$ cat config.mk
export PLATFORM = sky130hd
export DESIGN_NAME = twb_ctrl
export DESIGN_NICKNAME = d
export VERILOG_FILES = /design/src/verilog/twb_pkg.sv /design/src/verilog/twb_ctrl.sv /design/src/verilog/twb_line_sync.sv
export VERILOG_INCLUDE_DIRS = /design/src /design/src/verilog
export SDC_FILE = /design/constraint.sdc
export NUM_CORES = 1
export LEC_CHECK = 0
export BUFFER_PORTS_ARGS = -buffer_cell sky130_fd_sc_hd__buf_2
export CAP_MARGIN = 20
export CORE_MARGIN = 8
export CORE_UTILIZATION = 45
export DETAILED_ROUTE_END_ITERATION = 10
export PLACE_DENSITY = 0.65
export SETUP_SLACK_MARGIN = 0.2
export SKIP_LAST_GASP = 1
export SYNTH_ARGS = -nofsm -noshare
export SYNTH_HDL_FRONTEND = slang
export SYNTH_SLANG_ARGS = --single-unit
$ cat constraint.sdc
create_clock -name clk -period 3.7 [get_ports clk]
set_clock_uncertainty 0.1 [all_clocks]
set_input_delay 0.74 -clock clk [delete_from_list [all_inputs] [get_ports clk]]
set_output_delay 0.74 -clock clk [all_outputs]
set_load 0.005 [all_outputs]
$ cat src/verilog/twb_consts.svh
// Operation
// module works only while module_enable_bit set
// irq_enable_bit gates the interrupt request
// master_select rise starts, fall stops
// direction_select picks receive or transmit
// software matches direction to slave_rw_status
// ack_suppress sets receiver acknowledge level
// restart_request repeats start, reads zero
// misplaced repeated start means arbitration lost
// byte_done_flag set per byte, cleared by access
// addressed_flag on match, cleared by control write
// busy set by start, cleared by stop
// arb_lost_flag set on loss, write one clears
// slave_rw_status holds received read/write bit
// irq_pending_flag set by events, write one clears
// ack_received_status zero means acknowledge seen
// master transmit data write sends byte, msb first
// master receive data read starts next byte
// leave receive mode before final data read
// slave mode triggers transfers like master mode
// transfer starts only when direction matches access
// data read returns last received byte
// first byte after master select is address
// nine clocks per byte, ack on ninth
// start and stop are sda edges, scl high
// arbitration loser releases sda, becomes slave
// irq high when pending and enabled
// disabled module releases lines, stays idle
`ifndef TWB_CONSTS_SVH
`define TWB_CONSTS_SVH
`define TWB_OFS_ADDR 8'h00
`define TWB_OFS_DIV 8'h04
`define TWB_OFS_CTRL 8'h08
`define TWB_OFS_STAT 8'h0c
`define TWB_OFS_DATA 8'h10
`define TWB_OFS_CTRL2 8'h14
`define TWB_C_EN 7
`define TWB_C_IE 6
`define TWB_C_MST 5
`define TWB_C_TX 4
`define TWB_C_ACK_SUPPRESS 3
`define TWB_C_RESTART_REQUEST 2
`define TWB_S_ARB_LOST_FLAG 4
`define TWB_S_IIF 1
`define TWB_C2_GC 7
`define TWB_DIV_RST 8'h3e
`define TWB_ADDR_RST 7'h00
`define TWB_GC_ADDR 8'h00
`endif

$ cat src/verilog/twb_pkg.sv
package twb_pkg;
  typedef enum logic [6:0] {
    st_idle = 7'h01,
    st_start = 7'h02,
    st_hold = 7'h04,
    st_mbit = 7'h08,
    st_stop = 7'h10,
    st_saddr = 7'h20,
    st_sbit = 7'h40
  } twb_state_type;

  typedef struct packed {
    logic scl_m;
    logic scl_s;
    logic scl_d;
    logic sda_m;
    logic sda_s;
    logic sda_d;
  } twb_sync_type;

  typedef struct packed {
    logic en;
    logic ie;
    logic master_select;
    logic tx;
    logic ack_suppress;
    logic gcen;
    logic [6:0] saddr;
    logic [7:0] div;
    logic byte_done_flag;
    logic addressed_flag;
    logic busy;
    logic arb_lost_flag;
    logic slave_rw_status;
    logic iif;
    logic ack_received_status;
    logic [7:0] rxd;
    logic [7:0] sh;
    twb_state_type state;
    logic [1:0] phase;
    logic [3:0] bitn;
    logic [7:0] cnt;
    logic scl_drv;
    logic sda_drv;
    logic own;
    logic first;
    logic kick;
    logic [7:0] prdata;
  } twb_regs_type;
endpackage
$ cat src/verilog/twb_ctrl.sv
`timescale 1ns/10ps
`include "twb_consts.svh"
module twb_ctrl #(
  parameter int ADDR_W = 8
) (
  input wire logic clk,
  input wire logic resetn,
  input wire logic [ADDR_W-1:0] paddr,
  input wire logic psel,
  input wire logic penable,
  input wire logic pwrite,
  input wire logic [31:0] pwdata,
  output logic [31:0] prdata,
  output logic pready,
  output logic pslverr,
  input wire logic scl_in,
  output logic scl_out,
  output logic scl_oe,
  input wire logic sda_in,
  output logic sda_out,
  output logic sda_oe,
  output logic irq
);
  twb_pkg::twb_regs_type s;
  twb_pkg::twb_regs_type n;
  logic [1:0] rst_ff;
  logic rst_n;
  logic scl;
  logic sda;
  logic scl_rise;
  logic scl_fall;
  logic start_seen;
  logic stop_seen;
  logic tick;
  logic adv;
  logic last;
  logic acc;
  logic wr;
  logic rd;
  logic set_tcf;
  logic set_iif;
  logic set_arb_lost_flag;
  logic set_addressed_flag;
  logic clr_tcf;
  logic clr_iif;
  logic clr_arb_lost_flag;
  logic clr_addressed_flag;
  logic [7:0] rd_val;

  function automatic logic hit(input logic [ADDR_W-1:0] a, input logic [7:0] ofs);
    hit = (a == ADDR_W'(ofs));
  endfunction

  function automatic logic mapped(input logic [ADDR_W-1:0] a);
    mapped = hit(a, `TWB_OFS_ADDR) | hit(a, `TWB_OFS_DIV) | hit(a, `TWB_OFS_CTRL) |
             hit(a, `TWB_OFS_STAT) | hit(a, `TWB_OFS_DATA) | hit(a, `TWB_OFS_CTRL2);
  endfunction

  // reset enters asynchronously, leaves in step with clk
  always_ff @(posedge clk or negedge resetn) begin
    if (!resetn) begin
      rst_ff <= 2'b00;
    end else begin
      rst_ff <= {rst_ff[0], 1'b1};
    end
  end
  assign rst_n = rst_ff[1];

  twb_line_sync u_sync (
    .clk(clk),
    .rst_n(rst_n),
    .scl_pin(scl_in),
    .sda_pin(sda_in),
    .scl(scl),
    .sda(sda),
    .scl_rise(scl_rise),
    .scl_fall(scl_fall),
    .start_seen(start_seen),
    .stop_seen(stop_seen)
  );

  assign acc = psel & penable;
  assign wr = acc & pwrite;
  assign rd = acc & ~pwrite;

  always_comb begin
    if (hit(paddr, `TWB_OFS_ADDR)) begin
      rd_val = {s.saddr, 1'b0};
    end else if (hit(paddr, `TWB_OFS_DIV)) begin
      rd_val = s.div;
    end else if (hit(paddr, `TWB_OFS_CTRL)) begin
      rd_val = {s.en, s.ie, s.master_select, s.tx, s.ack_suppress, 3'h0};
    end else if (hit(paddr, `TWB_OFS_STAT)) begin
      rd_val = {s.byte_done_flag, s.addressed_flag, s.busy, s.arb_lost_flag, 1'b0, s.slave_rw_status, s.iif, s.ack_received_status};
    end else if (hit(paddr, `TWB_OFS_DATA)) begin
      rd_val = s.rxd;
    end else if (hit(paddr, `TWB_OFS_CTRL2)) begin
      rd_val = {s.gcen, 7'h00};
    end else begin
      rd_val = 8'h00;
    end
  end

  always_comb begin
    n = s;
    set_tcf = 1'b0;
    set_iif = 1'b0;
    set_arb_lost_flag = 1'b0;
    set_addressed_flag = 1'b0;
    // one tick per quarter bit; scl line low period stretches by waiting in phase 2
    tick = (s.cnt == 8'h00);
    n.cnt = tick ? s.div : s.cnt - 8'h01;
    adv = tick && ((s.phase != 2'd2) || scl);
    last = (s.bitn == 4'd8);
    if (start_seen) begin
      n.busy = 1'b1;
    end
    if (stop_seen) begin
      n.busy = 1'b0;
    end

    case (s.state)
      twb_pkg::st_idle: begin
        n.kick = 1'b0;
        if (start_seen) begin
          n.state = twb_pkg::st_saddr;
          n.bitn = 4'd0;
        end
      end
      // also serves the repeated start: sda is released in phase 0 first
      twb_pkg::st_start: begin
        if (adv) begin
          n.phase = s.phase + 2'd1;
          case (s.phase)
            2'd0: n.sda_drv = 1'b0;
            2'd1: n.scl_drv = 1'b0;
            2'd2: n.sda_drv = 1'b1;
            default: begin
              n.scl_drv = 1'b1;
              n.state = twb_pkg::st_hold;
            end
          endcase
        end
      end
      twb_pkg::st_stop: begin
        if (adv) begin
          n.phase = s.phase + 2'd1;
          case (s.phase)
            2'd0: n.sda_drv = 1'b1;
            2'd1: n.scl_drv = 1'b0;
            default: begin
              n.sda_drv = 1'b0;
              n.own = 1'b0;
              n.state = twb_pkg::st_idle;
            end
          endcase
        end
      end
      twb_pkg::st_hold: begin
        n.sda_drv = 1'b0;
        if (s.own && !s.master_select) begin
          n.state = twb_pkg::st_stop;
          n.phase = 2'd0;
        end else if (s.kick) begin
          n.kick = 1'b0;
          n.bitn = 4'd0;
          n.phase = 2'd0;
          if (s.own) begin
            n.state = twb_pkg::st_mbit;
          end else begin
            n.state = twb_pkg::st_sbit;
            n.scl_drv = 1'b0;
            n.sda_drv = s.tx & ~s.sh[7];
          end
        end
      end
      twb_pkg::st_mbit: begin
        if (adv) begin
          n.phase = s.phase + 2'd1;
          case (s.phase)
            2'd0: begin
              if (last) begin
                n.sda_drv = ~s.tx & ~s.ack_suppress;
              end else begin
                n.sda_drv = s.tx & ~s.sh[7];
              end
            end
            2'd1: n.scl_drv = 1'b0;
            2'd2: begin
              if (last) begin
                if (s.tx) begin
                  n.ack_received_status = sda;
                end
              end else if (s.tx && s.sh[7] && !sda) begin
                // lost while sending a one: go quiet; keep listening as slave during the address byte, otherwise go idle
                set_arb_lost_flag = 1'b1;
                set_iif = 1'b1;
                n.master_select = 1'b0;
                n.own = 1'b0;
                n.sda_drv = 1'b0;
                n.scl_drv = 1'b0;
                n.sh = {s.sh[6:0], sda};
                n.bitn = s.bitn + 4'd1;
                n.state = s.first ? twb_pkg::st_saddr : twb_pkg::st_idle;
              end else begin
                n.sh = {s.sh[6:0], sda};
              end
            end
            default: begin
              n.scl_drv = 1'b1;
              if (last) begin
                set_tcf = 1'b1;
                set_iif = 1'b1;
                n.sda_drv = 1'b0;
                n.first = 1'b0;
                if (!s.tx) begin
                  n.rxd = s.sh;
                end
                n.state = twb_pkg::st_hold;
              end else begin
                n.bitn = s.bitn + 4'd1;
              end
            end
          endcase
        end
      end
      twb_pkg::st_saddr: begin
        if (scl_rise && !s.bitn[3]) begin
          n.sh = {s.sh[6:0], sda};
          n.bitn = s.bitn + 4'd1;
        end else if (scl_fall && last) begin
          if ((s.sh[7:1] == s.saddr) || (s.gcen && s.sh == `TWB_GC_ADDR)) begin
            set_addressed_flag = 1'b1;
            set_iif = 1'b1;
            set_tcf = 1'b1;
            n.slave_rw_status = s.sh[0];
            n.sda_drv = 1'b1;
            n.bitn = 4'd9;
          end else begin
            n.state = twb_pkg::st_idle;
          end
        end else if (scl_fall && s.bitn == 4'd9) begin
          // hold scl low until software reacts to the match
          n.sda_drv = 1'b0;
          n.scl_drv = 1'b1;
          n.state = twb_pkg::st_hold;
        end
      end
      twb_pkg::st_sbit: begin
        if (scl_rise) begin
          if (!last) begin
            n.sh = {s.sh[6:0], sda};
          end else if (s.tx) begin
            n.ack_received_status = sda;
          end
        end else if (scl_fall) begin
          if (last) begin
            set_tcf = 1'b1;
            set_iif = 1'b1;
            n.sda_drv = 1'b0;
            if (!s.tx) begin
              n.rxd = s.sh;
            end
            if (s.tx && s.ack_received_status) begin
              n.state = twb_pkg::st_idle;
            end else begin
              n.scl_drv = 1'b1;
              n.state = twb_pkg::st_hold;
            end
          end else begin
            n.bitn = s.bitn + 4'd1;
            if (s.bitn == 4'd7) begin
              n.sda_drv = ~s.tx & ~s.ack_suppress;
            end else begin
              n.sda_drv = s.tx & ~s.sh[7];
            end
          end
        end
      end
      default: n.state = twb_pkg::st_idle;
    endcase

    // as slave, bus start/stop abandon the current byte
    if (!s.own && s.state != twb_pkg::st_idle) begin
      if (stop_seen) begin
        n.state = twb_pkg::st_idle;
        n.sda_drv = 1'b0;
        n.scl_drv = 1'b0;
      end else if (start_seen) begin
        n.state = twb_pkg::st_saddr;
        n.bitn = 4'd0;
        n.sda_drv = 1'b0;
        n.scl_drv = 1'b0;
      end
    end

    clr_tcf = (rd & hit(paddr, `TWB_OFS_DATA) & ~s.tx) |
              (wr & hit(paddr, `TWB_OFS_DATA) & s.tx);
    clr_addressed_flag = wr & hit(paddr, `TWB_OFS_CTRL);
    clr_arb_lost_flag = wr & hit(paddr, `TWB_OFS_STAT) & pwdata[`TWB_S_ARB_LOST_FLAG];
    clr_iif = wr & hit(paddr, `TWB_OFS_STAT) & pwdata[`TWB_S_IIF];

    if (psel && !penable) begin
      n.prdata = rd_val;
    end
    if (wr && hit(paddr, `TWB_OFS_ADDR)) begin
      n.saddr = pwdata[7:1];
    end
    if (wr && hit(paddr, `TWB_OFS_DIV)) begin
      n.div = pwdata[7:0];
    end
    if (wr && hit(paddr, `TWB_OFS_CTRL2)) begin
      n.gcen = pwdata[`TWB_C2_GC];
    end
    if (wr && hit(paddr, `TWB_OFS_CTRL)) begin
      n.en = pwdata[`TWB_C_EN];
      n.ie = pwdata[`TWB_C_IE];
      n.tx = pwdata[`TWB_C_TX];
      n.ack_suppress = pwdata[`TWB_C_ACK_SUPPRESS];
      if (pwdata[`TWB_C_MST] && !s.master_select) begin
        if (s.busy || s.state != twb_pkg::st_idle) begin
          set_arb_lost_flag = 1'b1;
          set_iif = 1'b1;
        end else begin
          n.master_select = 1'b1;
          n.own = 1'b1;
          n.first = 1'b1;
          n.phase = 2'd0;
          n.state = twb_pkg::st_start;
        end
      end else if (!pwdata[`TWB_C_MST]) begin
        n.master_select = 1'b0;
        // a restart asked for without being master is misplaced
        if (pwdata[`TWB_C_RESTART_REQUEST]) begin
          set_arb_lost_flag = 1'b1;
          set_iif = 1'b1;
        end
      end else if (pwdata[`TWB_C_RESTART_REQUEST]) begin
        if (s.own && s.state == twb_pkg::st_hold) begin
          n.first = 1'b1;
          n.phase = 2'd0;
          n.state = twb_pkg::st_start;
        end else begin
          set_arb_lost_flag = 1'b1;
          set_iif = 1'b1;
          n.master_select = 1'b0;
          n.own = 1'b0;
          n.sda_drv = 1'b0;
          n.scl_drv = 1'b0;
          n.state = twb_pkg::st_idle;
        end
      end
    end
    // data only loads between bytes; a write mid-byte still requests the next one
    if (wr && hit(paddr, `TWB_OFS_DATA) && s.tx) begin
      n.kick = 1'b1;
      if (s.state != twb_pkg::st_mbit && s.state != twb_pkg::st_sbit) begin
        n.sh = pwdata[7:0];
      end
    end
    if (rd && hit(paddr, `TWB_OFS_DATA) && !s.tx) begin
      n.kick = 1'b1;
    end

    // hardware set beats a same-cycle software clear
    n.byte_done_flag = (s.byte_done_flag & ~clr_tcf) | set_tcf;
    n.addressed_flag = (s.addressed_flag & ~clr_addressed_flag) | set_addressed_flag;
    n.arb_lost_flag = (s.arb_lost_flag & ~clr_arb_lost_flag) | set_arb_lost_flag;
    n.iif = (s.iif & ~clr_iif) | set_iif;

    if (!n.en) begin
      n.state = twb_pkg::st_idle;
      n.scl_drv = 1'b0;
      n.sda_drv = 1'b0;
      n.master_select = 1'b0;
      n.own = 1'b0;
      n.kick = 1'b0;
    end
  end

  always_ff @(posedge clk or negedge rst_n) begin
    if (!rst_n) begin
      s <= '0;
      s.state <= twb_pkg::st_idle;
      s.div <= `TWB_DIV_RST;
      s.saddr <= `TWB_ADDR_RST;
    end else begin
      s <= n;
    end
  end

  assign prdata = {24'h000000, s.prdata};
  assign pready = 1'b1;
  assign pslverr = acc & ~mapped(paddr);
  assign scl_out = 1'b0;
  assign sda_out = 1'b0;
  assign scl_oe = s.scl_drv;
  assign sda_oe = s.sda_drv;
  assign irq = s.iif & s.ie;
endmodule

$ cat src/verilog/twb_line_sync.sv
`timescale 1ns/10ps
module twb_line_sync (
  input wire logic clk,
  input wire logic rst_n,
  input wire logic scl_pin,
  input wire logic sda_pin,
  output logic scl,
  output logic sda,
  output logic scl_rise,
  output logic scl_fall,
  output logic start_seen,
  output logic stop_seen
);
  twb_pkg::twb_sync_type s;
  twb_pkg::twb_sync_type n;

  // first stage feeds only the second; edges compare stages two and three
  always_comb begin
    n = s;
    n.scl_m = scl_pin;
    n.scl_s = s.scl_m;
    n.scl_d = s.scl_s;
    n.sda_m = sda_pin;
    n.sda_s = s.sda_m;
    n.sda_d = s.sda_s;
  end

  always_ff @(posedge clk or negedge rst_n) begin
    if (!rst_n) begin
      s <= 6'h3f;
    end else begin
      s <= n;
    end
  end

  assign scl = s.scl_s;
  assign sda = s.sda_s;
  assign scl_rise = s.scl_s & ~s.scl_d;
  assign scl_fall = ~s.scl_s & s.scl_d;
  assign start_seen = s.scl_s & s.scl_d & s.sda_d & ~s.sda_s;
  assign stop_seen = s.scl_s & s.scl_d & ~s.sda_d & s.sda_s;
endmodule

==> results of run 1 <==
[where the power goes]
group / internal, mW / total, mW / switching (mW)
Combinational: 0.0732 / 0.195 / 0.122
Clock: 0.602 / 1.02 / 0.422
Sequential: 0.979 / 1.03 / 0.0486
[layout make-up]
type	instances	area share [%]
clock buffers	9	3.639
clock inverters	7	1.658
inverters	14	0.8492
multi-input cells	503	50.65
flip-flops and latches	86	35.08
well taps	172	3.478
repair buffers	47	4.650
[metal layers]
layer	vias up	share of wire [%]	global-route usage [%]
met2	231	46	33.04
met5	-	0	0
met4	0	2.4	8.741
met3	39	7.9	3.286
met1	2483	44	28.08
li1	2324	-	-
[cells in the mapped netlist, types with 12 or more instances]
cell      count  share of area, %
dfrtp_1      74                33
nand2_1      71               4.7
nor2_1       47               3.1
o21ai_0      46               4.1
a21oi_1      41               3.6
buf_4        36               4.8
mux2_2       26               5.2
nand3_1      26               2.3
clkbuf_1     20               1.3
nor3_1       15               1.3
and2_1       14               1.6
inv_1        14              0.93
o211ai_1     13               1.7
dfstp_2      12               5.6
[state kept, by name, summed over array words and instances (netlist names)]
register,flops
rst_ff,2
sda_oe,1
u_sync.sda,1
u_sync.s,2
prdata,8
u_sync.n,2
scl_oe,1
u_sync.scl,1
s,68
[through the flow]
stage | hold slack, ns | util, % | instances
after detailed placement | 0.2425 | 46.99 | 821
after global placement | 0.2423 | 46.99 | 821
after global routing | 0.05482 | 49.85 | 838
after CTS | 0.05129 | 49.63 | 837
after floorplan | 0.2312 | - | 667
final | 0.05502 | 49.85 | 838
[how the worst min path moves through the flow]
stage | start | end | slack (ns)
after floorplan | rst_ff[0] | rst_ff[1] | 0.23
after global placement | rst_ff[0] | rst_ff[1] | 0.24
after detailed placement | rst_ff[0] | rst_ff[1] | 0.24
after CTS | resetn | rst_ff[1] | 0.05
after global routing | resetn | rst_ff[1] | 0.05
final | resetn | rst_ff[1] | 0.06
[cells by family (layout without fill, tap and decap cells)]
logic type | count (synthesis) | after routing | synth area share, %
flip-flops | 86 | 86 | 38.42
XOR/XNOR | 20 | 20 | 3.106
AND/OR/NAND/NOR | 244 | 244 | 22.54
buffers and inverters | 78 | 77 | 7.742
AO/OA/AOI/OAI | 175 | 175 | 20.74
multiplexers | 28 | 28 | 5.546
adder cells (fa/ha/maj) | 8 | 8 | 1.775
other | 2 | 28 | 0.1331
[cell usage in the layout (no fill, tap or decap), types with 5 or more instances in the layout]
cell type  Yosys  layout
clkbuf_16      0       9
a221o_1        8       8
nor2_1        47      47
nor3_1        15      15
a21boi_0       5       5
dfrtp_1       74      73
a31oi_1        5       5
o22ai_1        7       7
nand2_1       71      71
buf_4         36      12
xnor2_1       11      11
nand3_1       26      26
o31ai_1        7       7
mux2_2        26      26
and2_1        14      14
buf_2          7      34
a21oi_1       41      41
o211ai_1      13      13
and3_1         8       8
nor2b_1       11      11
a22oi_1        8       8
nand2b_1       9       9
nor4_1         5       5
conb_1         2      28
o21ai_0       46      46
dfstp_2       12      12
xor2_1         9       9
inv_1         14      14
ha_1           8       8
==> metrics.md, run 1 <==
| Metric | Value |
|---|---|
| Status | `completed` |
| I/O pins | `86` |
| # port buffers | `34` |
| Antenna diodes | `0` |
| GP Congestion | `about 0.96` |
| Syn Inst Count | `641` |
| Total track usage | `20.99%` |
| DR WL/cell | `20.06 um` |
| FF+latch area | `around 2200 um^2` |
| Critical path endpoint | `s[38]` |
| TNS Setup | `0 ns` |
| Maximum clock frequency | `roughly 330 MHz` |
| Dpl ws | `0.6170 ns` |
| EDFF count, synth | `0` |
| Fill cell count | `1219` |
| CP most frequent cell | `nor2_1` |
| Reg2Reg Depth | `7` |
| CP bufs+invs | `1` |
| Antenna violations before repair | `0` |
| Final count of hold timing violations | `0` |
| DR vias | `5077` |
| WP data required | `3.89 ns` |
| Share of layout cells above drive strength 1 | `17.57%` |
| Layout Cell Area excl Fill | `6188 um^2` |
| Lkg Pwr | `2.659 nW` |
| RR Endpoint | `s[38]` |
| Post-DRT Antenna Nets | `0` |
| Die Wd | `128.0 um` |
| Seq cells post-synth | `between 80 and 90` |
| CTS Hold Bufs | `0` |
| Tightest Hold Check Type | `in2async` |
| Min cycle time layout | `3.013 ns` |
| Vias in the first global route | `4822` |
| Mapped Area | `5640 um^2` |
| Total power | `2.246 mW` |
| First-pass GRT wire length | `~27000 um` |
| First drt pass iteration count | `5` |
| Slew @ Worst Pin | `0.8100 ns` |
| Crit path max fanout | `14` |
| Critical-path cell with the highest stage delay | `nor2_1` |
| Layout area overhead | `9.716%` |
| Seq/Total Area, Yosys | `about 38%` |
| Synthesized area per cell | `8.799 um^2` |
| Row cnt | `41` |
| Startpoint class of the critical path | `register` |
| Post-synth ARST share | `100.0%` |
| Crit Path Class | `reg2reg` |
| Resized Gates After CTS | `0` |
| Nets | `716` |
| Clk root buf | `clkbuf_16` |
| Setup slack, reg-to-reg | `just under 0.7 ns` |
| DR vias/cell | `about 6.1` |
| Largest net degree at the start of global routing | `85` |
| Num CTS Buffers | `9` |
| Post-CTS Setup Bufs | `0` |
| Final setup violation count | `0` |
| Area after DPL | `5833 um^2` |
| Levels on crit path | `7` |
| CTS tree | `built` |
| Clock Tree Buf Depth | `2` |
| Crit. Startpoint | `s[28]` |
| Final WL | `between 15000 and 20000 um` |
| GRT overflow | `0` |
| Cell area power density | `about 360 nW/um^2` |
| H-tree levels | `3` |
| Worst setup margin | `0.6872 ns` |
| Critical path capture point type | `register` |
| Period utilization | `81.43%` |
| Worst-path clk slew | `0.07 ns` |
| Cell Chain, Critical Path | `nor4_1, and3_1, buf_4, nor2_1, and4_1, nor2_1, a221o_1` |
| RSZ-0062 raised after global routing | `false` |
| Die height | `128.0 um` |
| Distinct cells, synth | `65` |
| Worst skew pair latency | `0.36 ns` |
| Slowest cell delay on critical path | `slightly above 0.6 ns` |
| Sink Count | `between 80 and 90` |
| Slew margin rel. | `45.58%` |
| Area occupied by multi-input gates | `about 3100 um^2` |
| Core footprint | `12410 um^2` |
| DR DRC count | `0` |
| Synth Flop Type | `dfrtp_1` |
| Peak VDD IR | `0.0002540 V` |
| DRT iter0 DRCs | `approximately 570` |
| Crit path max-delay family | `simple AND/OR/NAND/NOR gates` |
| Max-Cap Viols | `0` |
| Starting density of the core | `45.43%` |
| Reg2reg start | `s[28]` |
| Ys Warns | `0` |
| Die ar. | `between 15000 and 20000 um^2` |
| CP arrival | `3.21 ns` |
| Final Max Slew Viols | `0` |
| DP HPWL | `12650 um` |
Note: power is estimated with default switching activity, not from simulation.
==> run 2, diff against run 1 <==
- clock period: 3.7 -> 2.8 ns (I/O delays scaled with it)
==> metrics.md, run 2 (same netlist as run 1, synthesis figures left out) <==
| Metric | Value |
|---|---|
| Sink Count | `86 (unchanged)` |
| Antenna diodes | `0 (unchanged)` |
| Reg with most FFs | `s` |
| DR vias | `5173 (+1.9%)` |
| Maximum clock frequency | `around 390 MHz` |
| Worst-path clk slew | `0.07 ns (about the same)` |
| DRT iter0 DRCs | `567 (+0.18%)` |
| Largest net degree at the start of global routing | `63 (-26%)` |
| GRT overflow | `0 (unchanged)` |
| Final count of hold timing violations | `0 (unchanged)` |
| Clock Tree Buf Depth | `2 (unchanged)` |
| Nets | `759 (+6.0%)` |
| Layout Cell Area excl Fill | `6569 um^2 (+6.1%)` |
| Crit Path Class | `in2out` |
| Peak VDD IR | `0.0003375 V (+33%)` |
| Num CTS Buffers | `9 (unchanged)` |
| Die Wd | `128.0 um (unchanged)` |
| Cell area power density | `444.1 nW/um^2 (+22%)` |
| H-tree levels | `3 (unchanged)` |
| Share of layout cells above drive strength 1 | `23.84% (+6.3 points)` |
| Die ar. | `16370 um^2 (unchanged)` |
| First-pass GRT wire length | `27550 um (+3.0%)` |
| Most frequent cells in the layout | `nand2_1 (71), dfrtp_1 (71), buf_4 (52)` |
| First drt pass iteration count | `6 (+1)` |
| Cell total after placement | `857 (+4.4%)` |
| WP data required | `2.14 ns (-1.75 ns)` |
| DR WL/cell | `19.78 um (-1.4%)` |
| Worst skew pair latency | `0.35 ns (about the same)` |
| RSZ-0062 raised after global routing | `true` |
| Area after DPL | `6116 um^2 (+4.8%)` |
| Crit path max fanout | `5 (-9)` |
| Lkg Pwr | `2.888 nW (+8.6%)` |
| Vias in the first global route | `5067 (+5.1%)` |
| Period utilization | `between 90 and 100%` |
| Max-Cap Viols | `0 (unchanged)` |
| Largest register FFs | `68 (unchanged)` |
| Cell Count, Final, Fillers Out | `881 (+5.1%)` |
| TNS Setup | `0 ns (unchanged)` |
| CTS tree | `built` |
| Final WL | `17420 um (+3.6%)` |
| Critical path capture point type | `primary output` |
| Antenna violations before repair | `0 (unchanged)` |
| Clk root buf | `clkbuf_16` |
| Slew margin rel. | `61.46% (+16 points)` |
| Starting density of the core | `45.43% (unchanged)` |
| Final Max Slew Viols | `0 (unchanged)` |
| Startpoint class of the critical path | `primary input` |
| Fill cell count | `1163 (-4.6%)` |
| Die height | `128.0 um (unchanged)` |
| Final setup violation count | `0 (unchanged)` |
| CP arrival | `1.92 ns (-1.29 ns)` |
| Post-DRT Antenna Nets | `0 (unchanged)` |
| # port buffers | `34 (unchanged)` |
| Final hold slack | `0.1276 ns (+0.07256 ns)` |
| Status | `completed` |
| DR DRC count | `0 (unchanged)` |
| Total power | `2.917 mW (+30%)` |
| DP HPWL | `13290 um (+5.0%)` |
| Total track usage | `21.50% (+0.51 points)` |
| I/O pins | `86 (unchanged)` |
| GP Congestion | `0.9440 (-1.5%)` |
| Row cnt | `41 (unchanged)` |
| DR vias/cell | `5.872 (-3.1%)` |
| Slew @ Worst Pin | `0.5721 ns (-0.2379 ns)` |
| Layout area overhead | `16.46%` |
| Tightest Hold Check Type | `reg2async` |
| Core footprint | `12410 um^2 (unchanged)` |
| Min cycle time layout | `2.584 ns` |
==> run 2: changes by cell type in the layout (fill, tap and decap cells not counted), sizes merged <==
cell / previous run / this run
clkbuf: 9 / 10
buf: 47 / 89
inv: 17 / 16
bufinv: 2 / 1
dlygate4sd3: 0 / 1
clkinv: 2 / 3
==> run 2: layout make-up <==
class / instances / area [um^2] / share of cell area [%]
multi-input combinational: 503 / 3207 / 48.82
clock buffer: 10 / 239.0 / 3.638
sequential: 86 / 2173 / 33.09
timing repair buffer: 90 / 613.1 / 9.333
tap: 172 / 215.2 / 3.276
inverter: 14 / 52.55 / 0.8000
clock inverter: 6 / 68.82 / 1.048
==> run 2: what timing repair did <==
action                                  4_1_cts  5_1_grt
resized for setup                             7       13
endpoints found under the setup margin       22       26
hold endpoints to repair                      2        0
hold buffers                                  1        0
buffers inserted                              2        5
==> run 2: routing by layer <==
layer | wire (um) | up-vias | global-route usage, %
met3 | 1115 | 42 | 3.161
met4 | 574 | 0 | 10.98
met2 | 8022 | 217 | 33.51
li1 | - | 2406 | -
met5 | 0 | - | 0
met1 | 7710 | 2508 | 28.41
==> run 2: metrics by stage <==
stage | util [%] | setup WS (ns)
final | 52.91 | 0.2163
after global placement | 49.26 | 0.07732
after floorplan | - | 0.3027
after global routing | 52.91 | 0.1536
after detailed placement | 49.26 | 0.01653
after CTS | 52.15 | 0.1601
==> run 2: worst max-delay path, cell delays in order <==
cell and delay (ns):
buf_2 0.10, or4_4 0.56, or2_2 0.36, a21oi_2 0.16
nor2_1 0.06, buf_2 0.12
==> run 2: final timing paths <==
| check | from | endpoint | slack (ns) | depth (start not counted) |
|---|---|---|---|---|
| worst max-delay path | paddr[0] | pslverr | 0.22 | 6 |
| worst min-delay path | rst_ff[1] | s[33] | 0.13 | 0 |
| worst max register to register | s[28] | s[41] | 0.22 | 7 |
| worst min register to register | rst_ff[1] | s[33] | 0.13 | 0 |
| max in group asynchronous | rst_ff[1] | s[58] | 1.79 | 1 |
| min in group clk | scl_in | u_sync.n[4] | 0.20 | 1 |
==> run 2: where the power goes <==
group	leakage [nW]	switching, mW	internal, mW
logic	1.64	0.172	0.117
registers	1.10	0.0709	1.29
clock network	0.155	0.539	0.724
total	2.89	0.781	2.14
==> run 3, diff against run 2 <==
- CORE_MARGIN: 8 -> 3
==> metrics.md, run 3 (same netlist as run 1, synthesis figures left out) <==
| Metric | Value |
|---|---|
| Final hold slack | `0.08692 ns (-0.04067 ns)` |
| M2 GR Usage | `36.83% (+3.3 points)` |
| Reg with most FFs | `s` |
| Worst-path clk slew | `0.07 ns (about the same)` |
| Status | `completed` |
| Critical path capture point type | `register` |
| Startpoint class of the critical path | `register` |
| CTS tree | `built` |
| Cell area power density | `447.1 nW/um^2 (+0.69%)` |
| Die height | `118.0 um (-7.8%)` |
| FF+latch area | `2175 um^2 (about the same)` |
| TNS Setup | `0 ns (unchanged)` |
| I/O pins | `86 (unchanged)` |
| Crit. Startpoint | `s[28]` |
| Dpl ws | `0.06517 ns (+0.04863 ns)` |
| Most common cell after layout, fill and taps aside | `nand2_1` |
| Share of layout cells above drive strength 1 | `23.19% (-0.65 points)` |
| Crit Path Class | `reg2reg` |
| Area occupied by multi-input gates | `3186 um^2 (-0.66%)` |
| Reg2reg start | `s[28]` |
| Slew @ Worst Pin | `0.5563 ns (-0.01588 ns)` |
| Largest register FFs | `68 (unchanged)` |
| Layout area overhead | `15.35%` |
| First drt pass iteration count | `5 (-1)` |
| Sink Count | `86 (unchanged)` |
| DP HPWL | `12740 um (-4.1%)` |
| Clock Tree Buf Depth | `2 (unchanged)` |
| Met3 GRT Util | `5.238% (+2.1 points)` |
| DR DRC count | `0 (unchanged)` |
| Core footprint | `12110 um^2 (-2.4%)` |
| Row cnt | `40 (-2.4%)` |
| Die Wd | `118.0 um (-7.8%)` |
| Max-Cap Viols | `0 (unchanged)` |
| GP Congestion | `0.9655 (+2.3%)` |
| Num CTS Buffers | `9 (unchanged)` |
| Gr busiest metal | `met2` |
| # port buffers | `34 (unchanged)` |
| Worst skew pair latency | `0.35 ns (about the same)` |
| GRT overflow | `0 (unchanged)` |
| Setup slack, reg-to-reg | `0.26 ns (+0.04 ns)` |
| Final Max Slew Viols | `0 (unchanged)` |
| RSZ-0062 raised after global routing | `true` |
| Maximum clock frequency | `393.5 MHz (+1.7%)` |
| Most frequent cells in the layout | `nand2_1 (71), dfrtp_1 (70), o21ai_0 (46), buf_4 (46), nor2_1 (45)` |
| Crit path max fanout | `11 (+6)` |
| DR vias/cell | `5.873 (about the same)` |
| CP arrival | `2.67 ns (+0.75 ns)` |
| Lkg Pwr | `2.859 nW (-0.99%)` |
| Largest net degree at the start of global routing | `81 (+29%)` |
| Fill cell count | `1132 (-2.7%)` |
| Slew margin rel. | `62.52% (+1.1 points)` |
| Cell Count, Final, Fillers Out | `871 (-1.1%)` |
| Final setup violation count | `0 (unchanged)` |
| Antenna violations before repair | `0 (unchanged)` |
| Nets | `753 (-0.79%)` |
| Worst setup margin | `0.2586 ns (+0.04224 ns)` |
| Final WL | `17020 um (-2.3%)` |
| Total track usage | `24.67% (+3.2 points)` |
| First-pass GRT wire length | `27240 um (-1.1%)` |
| Reg2Reg Depth | `8 (+1)` |
| WP data required | `2.92 ns (+0.78 ns)` |
| RR Endpoint | `s[39]` |
| Critical path endpoint | `s[39]` |
| Min cycle time layout | `2.541 ns (-0.04224 ns)` |
| Vias in the first global route | `4880 (-3.7%)` |
| DR vias | `5115 (-1.1%)` |
| H-tree levels | `3 (unchanged)` |
| Die ar. | `13910 um^2 (-15%)` |
| Tightest Hold Check Type | `reg2async` |
| Antenna diodes | `0 (unchanged)` |
| Post-DRT Antenna Nets | `0 (unchanged)` |
| Starting density of the core | `46.57% (+1.1 points)` |
| Final count of hold timing violations | `0 (unchanged)` |
| DRT iter0 DRCs | `574 (+1.2%)` |
| Met1 Usage GRT | `35.23% (+6.8 points)` |
| DR WL/cell | `19.54 um (-1.2%)` |
| Cell total after placement | `848 (-1.1%)` |
| Peak VDD IR | `0.0003765 V (+12%)` |
| Clk root buf | `clkbuf_16` |
| Period utilization | `90.77% (-1.5 points)` |
[run 3: layer usage]
metal / wire (um) / vias up
li1: - / 2383
met1: 7684 / 2466
met2: 7685 / 233
met3: 1255 / 33
met4: 391 / 0
met5: 0 / -
[run 3: worst max-delay path, cell delays in order (launching register included)]
cell	delay (ns)
dfrtp_1	0.54
nor4b_2	0.50
and2_1	0.25
buf_4	0.18
nor2_1	0.04
and4_1	0.21
buf_4	0.17
and2_1	0.15
a221o_1	0.26
[run 3: area by class of cell]
| class | count | area share [%] |
|---|---|---|
| clock buffer | 10 | 3.673 |
| tap | 168 | 3.231 |
| timing repair buffer | 84 | 8.846 |
| sequential | 86 | 33.42 |
| multi-input combinational | 503 | 48.96 |
| clock inverter | 6 | 1.058 |
| inverter | 14 | 0.8077 |
[run 3: power breakdown]
part / switching [mW] / internal (mW)
Clock: 0.535 / 0.724
Combinational: 0.168 / 0.118
Sequential: 0.0699 / 1.29
Total: 0.773 / 2.14
[run 3: how the worst min path moves through the flow]
stage,startpoint,to,slack (ns),cells after the start
finish,rst_ff[1],s[49],0.09,0
global route,rst_ff[1],s[39],0.11,0
CTS,scl_in,u_sync.n[4],0.19,1
detailed placement,rst_ff[0],rst_ff[1],0.24,0
global placement,resetn,rst_ff[0],0.24,1
floorplan,resetn,rst_ff[0],0.16,0
[run 3: through the flow]
| step | total power, mW | utilization, % | instance area, um^2 |
|---|---|---|---|
| after floorplan | 1.555 | - | 5739 |
| after global placement | 1.632 | 50.04 | 6061 |
| after detailed placement | 1.640 | 50.04 | 6061 |
| after CTS | 2.923 | 52.90 | 6407 |
| after global routing | 3.035 | 53.72 | 6506 |
| final | 2.909 | 53.72 | 6506 |
[run 3: what timing repair did]
action                                 CTS  global route
endpoints found under the hold margin    2             0
setup buffers                            2             3
setup endpoints to repair               12            26
hold buffers                             1             0
gates resized for setup                  3            15
pin swaps                                0             1
